==> src/shared/ccpu_defines.vh <==
`ifndef CCPU_DEFINES_VH
`define CCPU_DEFINES_VH
// Register word indices (printed offsets are indices; address is 4x).
`define CCPU_IDX_A_CONTROL   8'h17
`define CCPU_IDX_B_CONTROL   8'h1d
`define CCPU_IDX_A_DATA_LOW  8'h20
`define CCPU_IDX_A_DATA_HIGH 8'h21
`define CCPU_IDX_B_DATA_LOW  8'h22
`define CCPU_IDX_B_DATA_HIGH 8'h23
`define CCPU_IDX_FLAGS       8'h24
`define CCPU_IDX_TIMER_CTL   8'h25
`define CCPU_IDX_PERIOD      8'h26
`define CCPU_IDX_TMR16_LOW   8'h27
`define CCPU_IDX_TMR16_HIGH  8'h28
// Control register fields.
`define CCPU_MODE_MSB        3
`define CCPU_DUTY_LSB_POS    4
`define CCPU_CONTROL_MASK    8'h3f
`define CCPU_CONTROL_RESET   8'h00
// Mode codes.
`define CCPU_MODE_OFF        4'h0
`define CCPU_MODE_CAP_FALL   4'h4
`define CCPU_MODE_CAP_RISE   4'h5
`define CCPU_MODE_CAP_R4     4'h6
`define CCPU_MODE_CAP_R16    4'h7
`define CCPU_MODE_CMP_SET    4'h8
`define CCPU_MODE_CMP_CLR    4'h9
`define CCPU_MODE_CMP_SWI    4'ha
`define CCPU_MODE_CMP_SPEC   4'hb
// Flag register bits.
`define CCPU_FLAG_T16_OVF    0
`define CCPU_FLAG_A_IRQ      2
`define CCPU_FLAG_B_IRQ      3
// Timer control bits.
`define CCPU_TCTL_T16_RUN    0
`define CCPU_TCTL_T8_RUN     1
`define CCPU_TCTL_ADC_EN     2
// AXI responses.
`define CCPU_RESP_OKAY       2'b00
`define CCPU_RESP_SLVERR     2'b10
`endif

==> src/logic/ccpu_pin_sync.v <==
`timescale 1ns/10ps
`default_nettype none
// Two-stage synchroniser with edge pulses taken from the second stage.
module ccpu_pin_sync (
	input  wire i_clk,
	input  wire i_rst,
	input  wire i_pin,
	output wire o_level,
	output wire o_rise,
	output wire o_fall
);
	reg meta_q;
	reg sync_q;
	reg prev_q;

	// The first stage feeds only the second, so no logic sees a metastable value.
	always @(posedge i_clk) begin
		if (i_rst) begin
			meta_q <= 1'b0;
			sync_q <= 1'b0;
			prev_q <= 1'b0;
		end else begin
			meta_q <= i_pin;
			sync_q <= meta_q;
			prev_q <= sync_q;
		end
	end

	// One-cycle pulses per edge, so each edge counts exactly once.
	assign o_level = sync_q;
	assign o_rise  = sync_q & ~prev_q;
	assign o_fall  = ~sync_q & prev_q;
endmodule // ccpu_pin_sync
`default_nettype wire

==> src/logic/ccpu_unit.v <==
`timescale 1ns/10ps
`default_nettype none
`include "ccpu_defines.vh"
// One capture/compare/PWM channel.
module ccpu_unit (
	input  wire        i_clk,
	input  wire        i_rst,
	input  wire [7:0]  i_control,
	input  wire        i_low_we,
	input  wire        i_high_we,
	input  wire [7:0]  i_wdata,
	input  wire        i_pin,
	input  wire [15:0] i_tmr16,
	input  wire [7:0]  i_tmr8,
	input  wire [1:0]  i_tmr8_phase,
	input  wire        i_period_end,
	output reg  [7:0]  o_data_low,
	output reg  [7:0]  o_data_high,
	output reg         o_out,
	output wire        o_event,
	output wire        o_special
);
	wire [3:0] mode = i_control[`CCPU_MODE_MSB:0];
	wire       lvl;
	wire       rise;
	wire       fall;
	reg  [3:0] pre_q;
	reg  [1:0] duty_lsb_q;
	reg        cmp_hit_q;

	ccpu_pin_sync u_sync (
		.i_clk   (i_clk),
		.i_rst   (i_rst),
		.i_pin   (i_pin),
		.o_level (lvl),
		.o_rise  (rise),
		.o_fall  (fall)
	);

	wire is_cap = (mode[3:2] == 2'b01);
	wire is_cmp = (mode[3:2] == 2'b10);
	wire is_pwm = (mode[3:2] == 2'b11);
	// Prescaler counts rising edges; wrap at 4 or 16.
	wire pre_wrap4  = rise & (pre_q[1:0] == 2'h3);
	wire pre_wrap16 = rise & (pre_q == 4'hf);
	reg  cap_evt;
	always @* begin
		case (mode)
			`CCPU_MODE_CAP_FALL: cap_evt = fall;
			`CCPU_MODE_CAP_RISE: cap_evt = rise;
			`CCPU_MODE_CAP_R4:   cap_evt = pre_wrap4;
			`CCPU_MODE_CAP_R16:  cap_evt = pre_wrap16;
			default:             cap_evt = 1'b0;
		endcase
	end
	// Match is taken once per equal period to avoid a repeated flag storm.
	wire match = is_cmp & (i_tmr16 == {o_data_high, o_data_low});
	wire cmp_evt = match & ~cmp_hit_q;
	wire [9:0] duty = {o_data_high, duty_lsb_q};
	wire [9:0] pos  = {i_tmr8, i_tmr8_phase};

	assign o_event   = cap_evt | cmp_evt;
	assign o_special = cmp_evt & (mode == `CCPU_MODE_CMP_SPEC);

	// Prescaler is cleared whenever the unit is off or not capturing.
	always @(posedge i_clk) begin
		if (i_rst || !is_cap) begin
			pre_q     <= 4'h0;
			cmp_hit_q <= 1'b0;
		end else begin
			if (rise) begin
				pre_q <= pre_q + 4'h1;
			end
			cmp_hit_q <= 1'b0;
		end
		if (!i_rst && is_cmp) begin
			cmp_hit_q <= match;
		end
	end

	// Data bytes: software writes, captures overwrite, PWM reloads high.
	always @(posedge i_clk) begin
		if (i_rst) begin
			o_data_low  <= 8'h00;
			o_data_high <= 8'h00;
			duty_lsb_q  <= 2'h0;
		end else if (cap_evt) begin
			o_data_low  <= i_tmr16[7:0];
			o_data_high <= i_tmr16[15:8];
		end else begin
			if (i_low_we) begin
				o_data_low <= i_wdata;
			end
			if (i_high_we && !is_pwm) begin
				o_data_high <= i_wdata;
			end
			if (is_pwm && i_period_end) begin
				o_data_high <= o_data_low;
				duty_lsb_q  <= i_control[5:4];
			end
		end
	end

	// Output latch; the off code forces it low.
	always @(posedge i_clk) begin
		if (i_rst || mode == `CCPU_MODE_OFF) begin
			o_out <= 1'b0;
		end else if (is_pwm) begin
			if (i_period_end) begin
				o_out <= (o_data_low != 8'h00) | (i_control[5:4] != 2'h0);
			end else if (pos == duty) begin
				o_out <= 1'b0;
			end
		end else if (cmp_evt && mode == `CCPU_MODE_CMP_SET) begin
			o_out <= 1'b1;
		end else if (cmp_evt && mode == `CCPU_MODE_CMP_CLR) begin
			o_out <= 1'b0;
		end
	end
	wire unused_lvl = lvl;
endmodule // ccpu_unit
`default_nettype wire

==> src/logic/ccpu_top.v <==
`timescale 1ns/10ps
`default_nettype none
`include "ccpu_defines.vh"
module ccpu_top (
	input  wire        i_clk,
	input  wire        i_rst,
	input  wire [11:0] s_axi_awaddr,
	input  wire        s_axi_awvalid,
	output wire        s_axi_awready,
	input  wire [31:0] s_axi_wdata,
	input  wire [3:0]  s_axi_wstrb,
	input  wire        s_axi_wvalid,
	output wire        s_axi_wready,
	output reg  [1:0]  s_axi_bresp,
	output reg         s_axi_bvalid,
	input  wire        s_axi_bready,
	input  wire [11:0] s_axi_araddr,
	input  wire        s_axi_arvalid,
	output wire        s_axi_arready,
	output reg  [31:0] s_axi_rdata,
	output reg  [1:0]  s_axi_rresp,
	output reg         s_axi_rvalid,
	input  wire        s_axi_rready,
	input  wire        i_unit_a_pin,
	input  wire        i_unit_b_pin,
	input  wire        i_unit_a_drive,
	input  wire        i_unit_b_drive,
	output wire        o_unit_a_pin,
	output wire        o_unit_b_pin,
	output reg         o_adc_start
);
	reg  [7:0]  ctl_a_q;
	reg  [7:0]  ctl_b_q;
	reg  [3:0]  flags_q;
	reg  [2:0]  tctl_q;
	reg  [7:0]  period_q;
	reg  [15:0] tmr16_q;
	reg  [7:0]  tmr8_q;
	reg  [1:0]  phase_q;
	reg  [11:0] awaddr_q;
	reg  [31:0] wdata_q;
	reg  [3:0]  wstrb_q;
	reg         aw_full_q;
	reg         w_full_q;
	wire [7:0]  a_lo;
	wire [7:0]  a_hi;
	wire [7:0]  b_lo;
	wire [7:0]  b_hi;
	wire        a_evt;
	wire        b_evt;
	wire        a_spec;
	wire        b_spec;
	wire        period_end;

	// Word index from a byte address; misaligned bits are ignored.
	function [7:0] idx_of;
		input [11:0] addr;
		begin
			idx_of = addr[9:2];
		end
	endfunction

	// Write path: address and data latch independently, in either order.
	assign s_axi_awready = ~aw_full_q & ~s_axi_bvalid;
	assign s_axi_wready  = ~w_full_q & ~s_axi_bvalid;
	wire   wr_go  = aw_full_q & w_full_q;
	wire   wr_lane = wr_go & wstrb_q[0];
	wire [7:0] widx = idx_of(awaddr_q);
	wire [7:0] wb   = wdata_q[7:0];
	wire   wr_ctl_a = wr_lane & (widx == `CCPU_IDX_A_CONTROL);
	wire   wr_ctl_b = wr_lane & (widx == `CCPU_IDX_B_CONTROL);
	wire   wr_flags = wr_lane & (widx == `CCPU_IDX_FLAGS);
	function known;
		input [7:0] i;
		begin
			known = (i == `CCPU_IDX_A_CONTROL) | (i == `CCPU_IDX_B_CONTROL) |
				((i >= `CCPU_IDX_A_DATA_LOW) & (i <= `CCPU_IDX_TMR16_HIGH));
		end
	endfunction

	// The pin is sampled even when this unit drives it, so port writes capture.
	wire pin_a = i_unit_a_drive ? o_unit_a_pin : i_unit_a_pin;
	wire pin_b = i_unit_b_drive ? o_unit_b_pin : i_unit_b_pin;

	ccpu_unit u_unit_a (
		.i_clk        (i_clk),
		.i_rst        (i_rst),
		.i_control    (ctl_a_q),
		.i_low_we     (wr_lane & (widx == `CCPU_IDX_A_DATA_LOW)),
		.i_high_we    (wr_lane & (widx == `CCPU_IDX_A_DATA_HIGH)),
		.i_wdata      (wb),
		.i_pin        (pin_a),
		.i_tmr16      (tmr16_q),
		.i_tmr8       (tmr8_q),
		.i_tmr8_phase (phase_q),
		.i_period_end (period_end),
		.o_data_low   (a_lo),
		.o_data_high  (a_hi),
		.o_out        (o_unit_a_pin),
		.o_event      (a_evt),
		.o_special    (a_spec)
	);

	ccpu_unit u_unit_b (
		.i_clk        (i_clk),
		.i_rst        (i_rst),
		.i_control    (ctl_b_q),
		.i_low_we     (wr_lane & (widx == `CCPU_IDX_B_DATA_LOW)),
		.i_high_we    (wr_lane & (widx == `CCPU_IDX_B_DATA_HIGH)),
		.i_wdata      (wb),
		.i_pin        (pin_b),
		.i_tmr16      (tmr16_q),
		.i_tmr8       (tmr8_q),
		.i_tmr8_phase (phase_q),
		.i_period_end (period_end),
		.o_data_low   (b_lo),
		.o_data_high  (b_hi),
		.o_out        (o_unit_b_pin),
		.o_event      (b_evt),
		.o_special    (b_spec)
	);

	// Shared 8-bit period timer with a 2-bit phase for 10-bit duty.
	assign period_end = tctl_q[`CCPU_TCTL_T8_RUN] & (phase_q == 2'h3) &
		(tmr8_q == period_q);
	always @(posedge i_clk) begin
		if (i_rst) begin
			tmr8_q  <= 8'h00;
			phase_q <= 2'h0;
		end else if (tctl_q[`CCPU_TCTL_T8_RUN]) begin
			phase_q <= phase_q + 2'h1;
			if (phase_q == 2'h3) begin
				tmr8_q <= (tmr8_q == period_q) ? 8'h00 : tmr8_q + 8'h01;
			end
		end
	end

	// Shared 16-bit timer; a special-event reset leaves overflow alone.
	wire spec_rst = a_spec | b_spec;
	wire t16_ovf  = tctl_q[`CCPU_TCTL_T16_RUN] & ~spec_rst &
		(tmr16_q == 16'hffff);
	always @(posedge i_clk) begin
		if (i_rst || spec_rst) begin
			tmr16_q <= 16'h0000;
		end else if (tctl_q[`CCPU_TCTL_T16_RUN]) begin
			tmr16_q <= tmr16_q + 16'h0001;
		end
	end

	// Conversion start pulses only from unit b while the converter is enabled.
	always @(posedge i_clk) begin
		if (i_rst) begin
			o_adc_start <= 1'b0;
		end else begin
			o_adc_start <= b_spec & tctl_q[`CCPU_TCTL_ADC_EN];
		end
	end

	// Control and flag registers; hardware sets win over software clears.
	always @(posedge i_clk) begin
		if (i_rst) begin
			ctl_a_q  <= `CCPU_CONTROL_RESET;
			ctl_b_q  <= `CCPU_CONTROL_RESET;
			flags_q  <= 4'h0;
			tctl_q   <= 3'h0;
			period_q <= 8'hff;
		end else begin
			if (wr_ctl_a) begin
				ctl_a_q <= wb & `CCPU_CONTROL_MASK;
			end
			if (wr_ctl_b) begin
				ctl_b_q <= wb & `CCPU_CONTROL_MASK;
			end
			if (wr_lane && widx == `CCPU_IDX_TIMER_CTL) begin
				tctl_q <= wb[2:0];
			end
			if (wr_lane && widx == `CCPU_IDX_PERIOD) begin
				period_q <= wb;
			end
			flags_q <= (wr_flags ? (flags_q & wb[3:0]) : flags_q) |
				{b_evt, a_evt, 1'b0, t16_ovf};
		end
	end

	// AXI write channel handshakes and response.
	always @(posedge i_clk) begin
		if (i_rst) begin
			aw_full_q    <= 1'b0;
			w_full_q     <= 1'b0;
			awaddr_q     <= 12'h000;
			wdata_q      <= 32'h0000_0000;
			wstrb_q      <= 4'h0;
			s_axi_bvalid <= 1'b0;
			s_axi_bresp  <= `CCPU_RESP_OKAY;
		end else begin
			if (s_axi_awvalid && s_axi_awready) begin
				aw_full_q <= 1'b1;
				awaddr_q  <= s_axi_awaddr;
			end
			if (s_axi_wvalid && s_axi_wready) begin
				w_full_q <= 1'b1;
				wdata_q  <= s_axi_wdata;
				wstrb_q  <= s_axi_wstrb;
			end
			if (wr_go) begin
				aw_full_q    <= 1'b0;
				w_full_q     <= 1'b0;
				s_axi_bvalid <= 1'b1;
				s_axi_bresp  <= (known(widx) && awaddr_q[11:10] == 2'h0) ?
					`CCPU_RESP_OKAY : `CCPU_RESP_SLVERR;
			end else if (s_axi_bvalid && s_axi_bready) begin
				s_axi_bvalid <= 1'b0;
			end
		end
	end

	// Read mux; unmapped words read zero with an error response; above 0x3ff the aliased register is read, also with an error response.
	wire [7:0] ridx = idx_of(s_axi_araddr);
	reg  [7:0] rbyte;
	always @* begin
		case (ridx)
			`CCPU_IDX_A_CONTROL:   rbyte = ctl_a_q;
			`CCPU_IDX_B_CONTROL:   rbyte = ctl_b_q;
			`CCPU_IDX_A_DATA_LOW:  rbyte = a_lo;
			`CCPU_IDX_A_DATA_HIGH: rbyte = a_hi;
			`CCPU_IDX_B_DATA_LOW:  rbyte = b_lo;
			`CCPU_IDX_B_DATA_HIGH: rbyte = b_hi;
			`CCPU_IDX_FLAGS:       rbyte = {4'h0, flags_q};
			`CCPU_IDX_TIMER_CTL:   rbyte = {5'h00, tctl_q};
			`CCPU_IDX_PERIOD:      rbyte = period_q;
			`CCPU_IDX_TMR16_LOW:   rbyte = tmr16_q[7:0];
			`CCPU_IDX_TMR16_HIGH:  rbyte = tmr16_q[15:8];
			default:               rbyte = 8'h00;
		endcase
	end
	assign s_axi_arready = ~s_axi_rvalid;
	always @(posedge i_clk) begin
		if (i_rst) begin
			s_axi_rvalid <= 1'b0;
			s_axi_rdata  <= 32'h0000_0000;
			s_axi_rresp  <= `CCPU_RESP_OKAY;
		end else if (s_axi_arvalid && s_axi_arready) begin
			s_axi_rvalid <= 1'b1;
			s_axi_rdata  <= {24'h00_0000, rbyte};
			s_axi_rresp  <= (known(ridx) && s_axi_araddr[11:10] == 2'h0) ?
				`CCPU_RESP_OKAY : `CCPU_RESP_SLVERR;
		end else if (s_axi_rready) begin
			s_axi_rvalid <= 1'b0;
		end
	end
endmodule // ccpu_top
`default_nettype wire

==> config.mk <==
export PLATFORM = sky130hd
export DESIGN_NAME = ccpu_top
export DESIGN_NICKNAME = d
export VERILOG_FILES = /design/src/logic/ccpu_pin_sync.v /design/src/logic/ccpu_unit.v /design/src/logic/ccpu_top.v
export VERILOG_INCLUDE_DIRS = /design/src /design/src/shared
export SDC_FILE = /design/constraint.sdc
export NUM_CORES = 1
export LEC_CHECK = 0
export BUFFER_PORTS_ARGS = -buffer_cell sky130_fd_sc_hd__buf_4
export CORE_AREA = 2 2 143 145
export CTS_BUF_LIST = sky130_fd_sc_hd__clkbuf_16
export DETAILED_ROUTE_END_ITERATION = 7
export DIE_AREA = 0 0 145 147
export MAX_ROUTING_LAYER = met4
export SKIP_CTS_REPAIR_TIMING = 1
export SKIP_LAST_GASP = 1
export SYNTH_ARGS = -nofsm -noshare
export SYNTH_HDL_FRONTEND = slang
export SYNTH_SLANG_ARGS = --single-unit
==> constraint.sdc <==
create_clock -name i_clk -period 2.8 [get_ports i_clk]
set_clock_uncertainty 0.05 [all_clocks]
set_input_delay 0.42 -clock i_clk [delete_from_list [all_inputs] [get_ports i_clk]]
set_output_delay 0.42 -clock i_clk [all_outputs]
set_load 0.01 [all_outputs]
; ---- Word level (Yosys, flattened, before mapping)
; Index checks and enable logic that the tools add are counted.
[classes]
addsub = 5
order_cmp = 4
n_eq_ne = 53
n_mux = 33
bitwise = 56
n_reduce_logical = 50
[ops]
columns = op, count
row1 = $eq A8 B6 Y1 const B, 16
row2 = $mux W8, 11
row3 = $pmux W8 S11, 1
row4 = $and A1 B1 Y1, 32
row5 = $eq A16 B16 Y1, 2
row6 = $eq A4 B3 Y1 const B, 8
row7 = $eq A4 B4 Y1 const B, 8
row8 = $eq A8 B5 Y1 const B, 4
row9 = $eq A10 B10 Y1, 2
row10 = $logic_and A1 B1 Y1, 18
row11 = $add A16 B1 Y16 const B, 1
row12 = $eq A16 B16 Y1 const B, 1
row13 = $ge A8 B6 Y1 const B, 2
row14 = $le A8 B6 Y1 const B, 2
row15 = $mux W1, 16
row16 = $reduce_bool A8 Y1, 2
row17 = $eq A2 B2 Y1 const B, 7
row18 = $not A1 Y1, 13
row19 = $reduce_bool A2 Y1, 6
row20 = $reduce_bool A3 Y1, 4
row21 = $reduce_and A2 Y1, 5
row22 = $or A1 B1 Y1, 9
row23 = $add A4 B1 Y4 const B, 2
row24 = $add A8 B1 Y8 const B, 1
row25 = 15 further kinds, 28
[totals]
register_bits = 145
input_bits = 71
output_inout_bits = 44
word_cells = 238

; ---- Logic depth before layout (Yosys ltp)
; Gate-level depths: netlist of run 1.
[depth]
word_depth = 9
ltp_mapped = 8
depth_no_buf = 7

; ---- Hierarchy
; A second synthesis of run 1 with hierarchy kept.
[hier_totals]
cells_unflattened = 910
area_unflattened_um2 = 7796.2
[by_module_without_submodules]
columns = module, instances, cells_each, area_per_inst_um2, seq_area_each_um2
row1 = ccpu_top, 1, 532, 4518.1, 1741.7
row2 = ccpu_unit (u_unit_b), 1, 182, 1561.5, 480.5
row3 = ccpu_unit (u_unit_a), 1, 180, 1534.0, 480.5
row4 = ccpu_pin_sync, 2, 8, 91.3, 60.1

; ---- Worst setup path after synthesis of run 1
; No wires, ideal clock.
[synth_path]
kind = register to register
start = reg tmr16_q[4]
end = reg tmr16_q[5]
setup_ns = 0.115
arrival_ns = 2.067
t_required_ns = 2.635
setup_slack_ns = 0.568
stages_incl_launch_ff = 9
period_less_slack_ns = 2.232
path_cell_list = dfxtp_1 buf_6 xnor2_1 nand4_1 or4b_1 or3_4 o221ai_4 buf_8 nor2_2
[synth_via]
elab_chain_cells = 6
word_cells_on_any_way = 11
classes_between = 1 x add/sub / 2 x eq/ne / 7 x bitwise / 1 x reduce/logical
[synth_rtl]
columns = item, line_no
row1 = from (decl), ccpu_top.v:37  ; reg [15:0] tmr16_q;
row2 = from (signal assigned), ccpu_top.v:146  ; tmr16_q <= tmr16_q + 16'h0001;
row3 = $eq A16 B16 Y1, ccpu_unit.v:57  ; wire match = is_cmp & (i_tmr16 == {o_data_high, o_data_low});
row4 = $and A1 B1 Y1, ccpu_unit.v:57
row5 = $and A1 B1 Y1, ccpu_unit.v:58  ; wire cmp_evt = match & ~cmp_hit_q;
row6 = $and A1 B1 Y1, ccpu_unit.v:63  ; assign o_special = cmp_evt & (mode == `CCPU_MODE_CMP_SPEC);
row7 = $or A1 B1 Y1, ccpu_top.v:139  ; wire spec_rst = a_spec | b_spec;
row8 = $logic_or A1 B1 Y1, ccpu_top.v:143  ; if (i_rst || spec_rst) begin
; Several ways; a longest one is shown, not always the timed one.
; A chain may end at the register's enable or synchronous reset.

; ---- Worst setup path in the final report of run 1
[layout_path]
start = reg phase_q[0]
end = reg u_unit_b.o_data_high[2]
[layout_via]
elab_chain_cells = 6
word_cells_on_any_way = 7
classes_between = 1 x eq/ne / 2 x mux / 2 x bitwise / 2 x reduce/logical
[layout_rtl]
columns = item, line_no
row1 = from (decl), ccpu_top.v:39  ; reg [1:0] phase_q;
row2 = from (signal assigned), ccpu_top.v:131  ; phase_q <= phase_q + 2'h1;
row3 = $eq A2 B2 Y1 (*), ccpu_top.v:124  ; assign period_end = tctl_q[`CCPU_TCTL_T8_RUN] & (phase_q == 2'h3) &
row4 = $and A1 B1 Y1 (*) (2 in a row), ccpu_top.v:124
row5 = $logic_and A1 B1 Y1 (*), ccpu_unit.v:97  ; if (is_pwm && i_period_end) begin
row6 = $mux W8, ccpu_unit.v:97
row7 = $mux W8, ccpu_unit.v:87  ; end else if (cap_evt) begin
row8 = to (signal assigned), ccpu_unit.v:89  ; o_data_high <= i_tmr16[15:8];
row9 = to (signal assigned), ccpu_unit.v:95  ; o_data_high <= i_wdata;
row10 = to (signal assigned), ccpu_unit.v:98  ; o_data_high <= o_data_low;
row11 = to (decl), ccpu_unit.v:18  ; output reg [7:0] o_data_high,
; Every way passes the cells marked *; elsewhere a longest branch is shown, timed or not.

==> impl_metrics.py, run 1 <==
metrics = {
    "place": {
        "portBuffers": 57,
        "post-dp-hpwl_um": 18000,
        "placed_cells": 1236,
        "dp_slack_ps": 262,
        "gp_congestion": 0.994,
    },
    "detailed_routing": {
        "vias": 6816,
        "ant_nets": 0,
        "drcViolationCount": 0,
        "viasPerCell": 5.38,
        "wl_um": 24200,
        "drtPass1Iterations": 5,
        "routedWlPerCell_um": 19.1,
        "drtIter0Drc": 697,
    },
    "finish": {
        "area_growth_pct": 16.9,
        "final_cell_mix": "dfxtp_1, nor2_1, nand2_1",
        "seq_area_mm2": 0.00282,
        "final_common_cell": "dfxtp_1",
        "n_fill_cell": 1985,
        "antenna_cells": 0,
        "fin_nets": 1061,
        "fin_cells": 1267,
        "multi_input_area_mm2": 0.00452,
        "final_layout_size_suffix_gt1_share_pct": 17.0,
    },
    "grt": {
        "grt_max_degree": 34,
        "grt_use_total_pct": 23.5,
        "grt_use_met1_pct": 31.8,
        "grt_pass1_wl_um": 37300,
        "grt_pass1_vias": 6308,
        "gr-max-usage-layer": "met2",
        "antenna_found_initial": 0,
        "overflow": 0,
        "use_met3_pct": 4.25,
        "use_met2_pct": 35.5,
    },
    "logic_synthesis": {
        "yosysTopAreaCell": "dfxtp_1",
        "ys_ff_latch": 141,
        "ys_warn_count": 0,
        "synth_xor_area_share_pct": 10.0,
        "synth_cell_type_count": 66,
        "ys_seq_area_share_pct": 36.2,
        "synthMuxAreaShare_pct": 9.63,
        "syn_area_mm2": 0.00780,
        "synth-simple-area-share_pct": 22.2,
        "synth_edf_count": 0,
        "async_flop_share_pct": 0,
        "synth_top_area_share_pct": 36.2,
        "synth-compound-area-share_pct": 14.1,
        "avgSynthCellArea_um2": 8.40,
        "synth_adder_area_share_pct": 0.802,
        "synth_top_family_by_area": "simple AND/OR/NAND/NOR gates",
        "synthTopCellsByArea": "dfxtp_1, mux2i_1, xor2_1, nor2_1, nand2_1",
        "yosys_most_used_dff": "dfxtp_1",
        "syn_inst": 928,
    },
    "flow_run": {
        "drv_cap": 0,
    },
    "sta": {
        "relSlewSlack_pct": 54.8,
        "final.setup.tns_ps": 0,
        "finalMaxSlewViolations": 0,
        "setup_viol_count_final": 0,
        "period_share_pct": 92.7,
        "finalHoldViolCount": 0,
        "timing.final.ws_setup_ps": 205,
        "tightest_slew_ps": 661,
        "fin_crit_ps": 2600,
        "rsz0062_at_grt": "no",
        "fmax_ghz": 0.385,
    },
    "clock_network": {
        "numCtsBuffers": 17,
        "clkTransAtPathRegs_ps": 60,
        "cts_buffer_depth": 2,
        "cts_sinks": 141,
        "cts_tree": "built",
        "clk_latency_ps": 430,
        "root_buffer": "clkbuf_16",
        "cts_max_level": 4,
    },
    "die": {
        "fp.dieH_um": 147,
        "start_util_pct": 39.3,
        "die_w_um": 145,
        "dieArea_mm2": 0.0213,
        "pin_count": 115,
        "core-area_mm2": 0.0198,
        "rows": 52,
    },
    "setup_path": {
        "worst_setup_path_start_kind": "flip-flop",
        "end_kind": "flip-flop",
        "cp_top_family": "compound AO/OA/AOI/OAI gates",
        "cp.required_ps": 3120,
        "crit_fanout": 8,
        "cp_slowest_cell": "nor4_4",
        "path_class": "flip-flop to flip-flop",
        "cpPeakStageDelay_ps": 470,
        "regToRegSetupSlack_ps": 200,
        "worstPathCellList": "ha_1 > nand2_1 > a211o_1 > nor4_4 > buf_4 > mux2i_1 > a211o_1 > a21oi_1",
        "critPathBufInv": 1,
        "cpMostUsedCell": "a211o_1",
        "arrival_ps": 2910,
    },
    "pwr": {
        "peakVddDrop_v": 0.000370,
        "power.density_mw_per_mm2": 505,
        "total_leakage_power_nw": 3.82,
    },
    "min_path": {
        "hold_class": "input pin to flip-flop",
    },
    "status": {
        "status": "complete, no violations",
    },
}
## cells in the mapped netlist, types with 8 or more instances
| master | n |
|---|---|
| a211o_1 | 8 |
| a211oi_1 | 27 |
| a21oi_1 | 37 |
| a22oi_1 | 16 |
| buf_2 | 9 |
| buf_4 | 27 |
| clkbuf_1 | 48 |
| dfxtp_1 | 141 |
| inv_1 | 9 |
| mux2i_1 | 66 |
| nand2_1 | 108 |
| nand2b_1 | 13 |
| nand3_1 | 19 |
| nand4_1 | 12 |
| nor2_1 | 110 |
| nor2_2 | 10 |
| nor2b_1 | 12 |
| nor3_1 | 11 |
| nor4_1 | 17 |
| o21ai_0 | 29 |
| xnor2_1 | 37 |
| xor2_1 | 52 |
## power breakdown
part | internal, mW | switching [mW] | total [mW] | leakage (nW)
sequential | 2.03 | 0.0535 | 2.09 | 1.14
clock | 1.25 | 0.992 | 2.25 | 0.282
combinational | 0.107 | 0.160 | 0.267 | 2.40
total | 3.39 | 1.21 | 4.60 | 3.82
## layout make-up
type	instances	share of cell area [%]
clock buffer	17	4.67
inverter	9	0.371
multi-input combinational	708	49.6
timing repair buffer	108	9.04
sequential	141	31.0
tap	270	3.71
clock inverter	14	1.61
## layer usage
layer	part of all wire, %	up-vias
met4	2.4	0
met2	45	277
met3	7.4	46
li1	-	3296
met1	46	3197
met5	0	-
## worst paths after layout
kind | end | cells past startpoint | from
worst max-delay path | u_unit_b.o_data_high[2] | 8 | phase_q[0]
worst min-delay path | s_axi_rvalid | 2 | s_axi_rready
worst max register to register | u_unit_b.o_data_high[2] | 8 | phase_q[0]
worst min register to register | flags_q[1] | 1 | flags_q[1]
## state kept, by name, indices dropped and copies added, names as in the netlist, 3 cells and up
register and cells:
ctl_a_q 6, awaddr_q 10, tctl_q 3, s_axi_rdata 8
period_q 8, u_unit_a.pre_q 4, u_unit_b.o_data_low 8, u_unit_b.pre_q 4
u_unit_a.o_data_low 8, u_unit_b.o_data_high 8, wdata_q 8, flags_q 4
ctl_b_q 6, tmr16_q 16, u_unit_a.o_data_high 8, tmr8_q 8
## cells by family after synthesis
family / Yosys count
DFF: 141
other: 1
muxes: 72
adders and majority gates: 5
buffers and inverters: 104
xor gates and xnor gates: 89
AOI/OAI and AO/OA: 161
and+or+nand+nor: 355
## stage by stage
| step | instance area, um2 | hold WS (ps) | util [%] | total power, mW |
|---|---|---|---|---|
| 2_1_floorplan | 7890 | 364 | - | 2.30 |
| 6_report | 9110 | 123 | 45.9 | 4.60 |
| 4_1_cts | 9110 | 113 | 45.9 | 4.63 |
| 3_5_place_dp | 8540 | 385 | 43.0 | 2.40 |
| 5_1_grt | 9110 | 126 | 45.9 | 4.74 |
| 3_3_place_gp | 8540 | 376 | 43.0 | 2.39 |
Note: power is estimated with default switching activity, not from simulation.
==> run 2, diff against run 1 <==
Settings changed: CORE_AREA 2 2 143 145 to 2 2 165 126, DIE_AREA 0 0 145 147 to 0 0 167 128.
==> impl_metrics.py, run 2 (synthesized netlist as in run 1, its figures left out) <==
metrics = {
    "status": {
        "status": "complete, no violations",
    },
    "sta": {
        "period_share_pct": 92.8,
        "finalMaxSlewViolations": 0,
        "rsz0062_at_grt": "no",
        "fin_crit_ps": 2600,
        "setup_viol_count_final": 0,
        "tightest_slew_ps": 656,
        "final.setup.tns_ps": 0,
        "finalHoldViolCount": 0,
        "fin_hold_ws_ps": 117,
        "relSlewSlack_pct": 56.2,
        "fmax_ghz": 0.385,
    },
    "grt": {
        "grt_use_met1_pct": 33.5,
        "gr-max-usage-layer": "met1",
        "antenna_found_initial": 0,
        "overflow": 0,
        "grt_max_degree": 64,
        "grt_use_total_pct": 23.6,
        "grt_pass1_vias": 6175,
        "use_met2_pct": 31.6,
        "grt_pass1_wl_um": 36800,
        "use_met3_pct": 7.29,
    },
    "die": {
        "die_w_um": 167,
        "rows": 45,
        "core-area_mm2": 0.0199,
        "start_util_pct": 39.2,
        "pin_count": 115,
        "dieArea_mm2": 0.0214,
        "fp.dieH_um": 128,
    },
    "place": {
        "gp_congestion": 1.00,
        "post-dp-hpwl_um": 18300,
        "portBuffers": 57,
    },
    "setup_path": {
        "cp.required_ps": 3090,
        "crit_fanout": 7,
        "path_class": "flip-flop to flip-flop",
        "cpPeakStageDelay_ps": 650,
        "reg2reg_from": "tmr16_q[8]",
        "end_kind": "flip-flop",
        "timing.rr.end": "u_unit_b.o_out",
        "cp_slowest_cell": "dfxtp_1",
        "worst_setup_path_start_kind": "flip-flop",
        "worstPathCellList": "xor2_1 > nor4_1 > nand3b_1 > or3_4 > or4_1 > a221oi_2",
        "rr_worst_depth": 6,
        "arrival_ps": 2890,
        "regToRegSetupSlack_ps": 200,
    },
    "min_path": {
        "hold_depth": 2,
        "worstHoldStart": "s_axi_rready",
        "hold_end": "s_axi_rvalid",
        "hold_class": "input pin to flip-flop",
    },
    "clock_network": {
        "cts_tree": "built",
        "cts_sinks": 141,
        "clkTransAtPathRegs_ps": 70,
        "clk_latency_ps": 430,
        "numCtsBuffers": 17,
        "cts_buffer_depth": 2,
        "cts_max_level": 4,
        "root_buffer": "clkbuf_16",
    },
    "finish": {
        "largest_reg_flops": 16,
        "area_growth_pct": 17.1,
        "final_layout_size_suffix_gt1_share_pct": 16.6,
        "final_cell_mix": "dfxtp_1, nor2_1, nand2_1",
        "fin_nets": 1060,
        "reg_top3": "tmr16_q x16, awaddr_q x10",
        "antenna_cells": 0,
        "regMostFlops": "tmr16_q",
        "final_common_cell": "dfxtp_1",
        "utilization_pct": 45.9,
    },
    "detailed_routing": {
        "wl_um": 24400,
        "viasPerCell": 5.47,
        "drtPass1Iterations": 5,
        "routedWlPerCell_um": 19.5,
        "drtIter0Drc": 635,
        "drcViolationCount": 0,
        "vias": 6864,
        "ant_nets": 0,
    },
    "pwr": {
        "switching_share_pct": 25.1,
        "total_leakage_power_nw": 3.83,
        "internal_power_mw": 3.47,
        "peakVddDrop_v": 0.000407,
        "power.density_mw_per_mm2": 508,
        "clock_power_share_pct": 49.2,
        "switchingPower_mw": 1.17,
        "finalPower_mw": 4.64,
        "comb_power_share_pct": 5.8,
        "p_seq_share_pct": 45.0,
    },
    "flow_run": {
        "drv_cap": 0,
    },
}
## run 2: power groups by stage
| stage | Combinational [mW] | Sequential [mW] | Clock (mW) |
|---|---|---|---|
| 4_1_cts | 0.270 | 2.08 | 2.32 |
| 3_3_place_gp | 0.269 | 2.13 | 0 |
| 2_1_floorplan | 0.206 | 2.10 | 0 |
| 6_report | 0.270 | 2.09 | 2.28 |
| 3_5_place_dp | 0.269 | 2.13 | 0 |
| 5_1_grt | 0.297 | 2.09 | 2.39 |
## run 2: stage by stage
step	area (um2)	instances	setup slack, ps
floorplan	7890	953	568
global placement	8540	1223	346
detailed placement	8540	1223	315
CTS	9130	1255	256
global route	9130	1255	167
finish	9130	1255	201
## run 2: layout make-up
cell class | instances | area [um2]
flip-flops and latches | 141 | 2820
fillers | 1960 | 10700
well taps | 258 | 323
clock inverters | 15 | 160
multi-input cells | 708 | 4520
inverters | 9 | 33.8
clock buffers | 17 | 425
repair buffers | 107 | 841
## run 2: how the worst max path moves through the flow
stage | from | to | slack, ps | cells after the start
floorplan | tmr16_q[4] | tmr16_q[5] | 570 | 8
global placement | tmr16_q[8] | u_unit_b.o_out | 350 | 6
detailed placement | tmr16_q[8] | u_unit_b.o_out | 310 | 6
CTS | tmr16_q[8] | u_unit_b.o_out | 260 | 6
global route | tmr16_q[8] | u_unit_b.o_out | 170 | 6
finish | tmr16_q[8] | u_unit_b.o_out | 200 | 6
## run 2: metal layers
layer  up-vias  wire (um)
met3        44       2540
met5         -          0
met4         0        474
met2       300       9710
met1      3225      11700
li1       3295          -
## run 2: critical path: cells and delay by family (launching register included)
kind	cells	cell delay (ps)
xor+xnor	1	130
flops	1	650
compound gates	1	250
simple gates	4	1430
==> run 3, diff against run 2 <==
Settings changed: CELL_PAD_IN_SITES_DETAIL_PLACEMENT set to 1, CELL_PAD_IN_SITES_GLOBAL_PLACEMENT set to 2, CORE_AREA 2 2 165 126 to 2 2 178 137, DIE_AREA 0 0 167 128 to 0 0 180 139, PLACE_DENSITY_LB_ADDON set to 0.1.
==> impl_metrics.py, run 3 (synthesized netlist as in run 1, its figures left out) <==
metrics = {
    "place": {
        "dpl-instance-area_mm2": 0.00872,
        "post-dp-hpwl_um": 22800,
        "portBuffers": 57,
        "gp_congestion": 0.961,
        "placed_cells": 1289,
    },
    "finish": {
        "regMostFlops": "tmr16_q",
        "final_cell_mix": "dfxtp_1, buf_4, nor2_1",
        "antenna_cells": 0,
        "fin_nets": 1078,
        "final_common_cell": "dfxtp_1",
        "fin_area_mm2": 0.00933,
        "fin_cells": 1320,
        "reg_top3": "tmr16_q x16, awaddr_q x10",
        "largest_reg_flops": 16,
        "final_layout_size_suffix_gt1_share_pct": 17.9,
        "area_growth_pct": 19.6,
    },
    "die": {
        "dieArea_mm2": 0.0250,
        "die_w_um": 180,
        "fp.dieH_um": 139,
        "pin_count": 115,
        "start_util_pct": 33.4,
        "rows": 49,
        "core-area_mm2": 0.0234,
    },
    "detailed_routing": {
        "drtIter0Drc": 529,
        "vias": 7118,
        "viasPerCell": 5.39,
        "drcViolationCount": 0,
        "wl_um": 29900,
        "drtPass1Iterations": 5,
        "ant_nets": 0,
        "routedWlPerCell_um": 22.7,
    },
    "sta": {
        "period_share_pct": 95.4,
        "tightest_slew_ps": 758,
        "fin_crit_ps": 2670,
        "fmax_ghz": 0.374,
        "finalHoldViolCount": 0,
        "rsz0062_at_grt": "no",
        "setup_viol_count_final": 0,
        "fin_hold_ws_ps": 114,
        "finalMaxSlewViolations": 0,
        "final.setup.tns_ps": 0,
        "relSlewSlack_pct": 48.2,
    },
    "pwr": {
        "peakVddDrop_v": 0.000420,
        "power.density_mw_per_mm2": 512,
        "finalPower_mw": 4.77,
        "total_leakage_power_nw": 3.92,
    },
    "grt": {
        "overflow": 0,
        "grt_pass1_wl_um": 45900,
        "grt_use_total_pct": 25.2,
        "grt_max_degree": 54,
        "antenna_found_initial": 0,
        "grt_pass1_vias": 7371,
    },
    "setup_path": {
        "cpPeakStageDelay_ps": 680,
        "arrival_ps": 2950,
        "worst_setup_path_start_kind": "flip-flop",
        "crit_fanout": 16,
        "cp.required_ps": 3070,
        "cp_slowest_cell": "dfxtp_1",
        "path_class": "flip-flop to flip-flop",
        "end_kind": "flip-flop",
        "worstPathCellList": "xnor2_1 > nand4_1 > or4b_1 > or3_4 > o221ai_4 > buf_12 > nor2_1",
    },
    "clock_network": {
        "clk_latency_ps": 430,
        "clkTransAtPathRegs_ps": 60,
        "cts_sinks": 141,
        "cts_buffer_depth": 2,
        "cts_tree": "built",
        "cts_max_level": 4,
        "numCtsBuffers": 17,
        "root_buffer": "clkbuf_16",
    },
    "flow_run": {
        "drv_cap": 0,
    },
    "status": {
        "status": "complete, no violations",
    },
    "min_path": {
        "hold_class": "input pin to flip-flop",
    },
}
## run 3: cell types whose count changed in the layout (fill, tap and decap cells not counted)
cell / change
inv_8: -1
inv_6: -5
buf_4: +19
buf_12: -1
clkinvlp_4: +1
bufinv_16: +2
inv_1: -1
clkinv_2: +1
clkinv_1: +3
clkinv_4: -1
## run 3: cell type report
cell class | instances | area (um2)
fill | 2734 | 14000
multi-input combinational | 708 | 4520
sequential | 141 | 2820
timing repair buffer | 125 | 963
clock buffer | 17 | 425
tap | 306 | 383
clock inverter | 14 | 176
inverter | 9 | 33.8
## run 3: worst max-delay path: cells and delay by family, from the launching register on
kind | cells | cell delay [ps]
AND/OR/NAND/NOR | 4 | 1150
flip-flops | 1 | 680
AO/OA/AOI/OAI | 1 | 260
XOR/XNOR | 1 | 210
buffers and inverters | 1 | 200
## run 3: path summary, 6_finish.rpt
path,endpoint,from,slack [ps],cells after the start
setup / recovery,tmr16_q[0],tmr16_q[10],130,7
hold / removal,s_axi_rvalid,s_axi_rready,110,2
setup reg to reg,tmr16_q[0],tmr16_q[10],130,7
hold reg to reg,u_unit_a.u_sync.o_level,u_unit_a.u_sync.meta_q,400,1
## run 3: routing by layer
| layer | part of all wire [%] | track usage [%] | vias up |
|---|---|---|---|
| li1 | - | - | 3329 |
| met1 | 48 | 34.2 | 3562 |
| met2 | 44 | 37.0 | 187 |
| met3 | 6.3 | 6.36 | 40 |
| met4 | 1.8 | 6.55 | 0 |
| met5 | 0 | - | - |
## run 3: per-stage QoR
| stage | worst slack (ps) | util (%) |
|---|---|---|
| 2_1_floorplan | 568 | - |
| 3_3_place_gp | 264 | 37.4 |
| 3_5_place_dp | 162 | 37.4 |
| 4_1_cts | 149 | 39.9 |
| 5_1_grt | 6.61 | 39.9 |
| 6_report | 128 | 39.9 |
## run 3: power breakdown
group | total [mW] | switching, mW | internal, mW | leakage (nW)
sequential | 2.09 | 0.0512 | 2.03 | 1.14
clock | 2.40 | 0.929 | 1.47 | 0.290
combinational | 0.286 | 0.175 | 0.111 | 2.49
total | 4.77 | 1.15 | 3.62 | 3.92
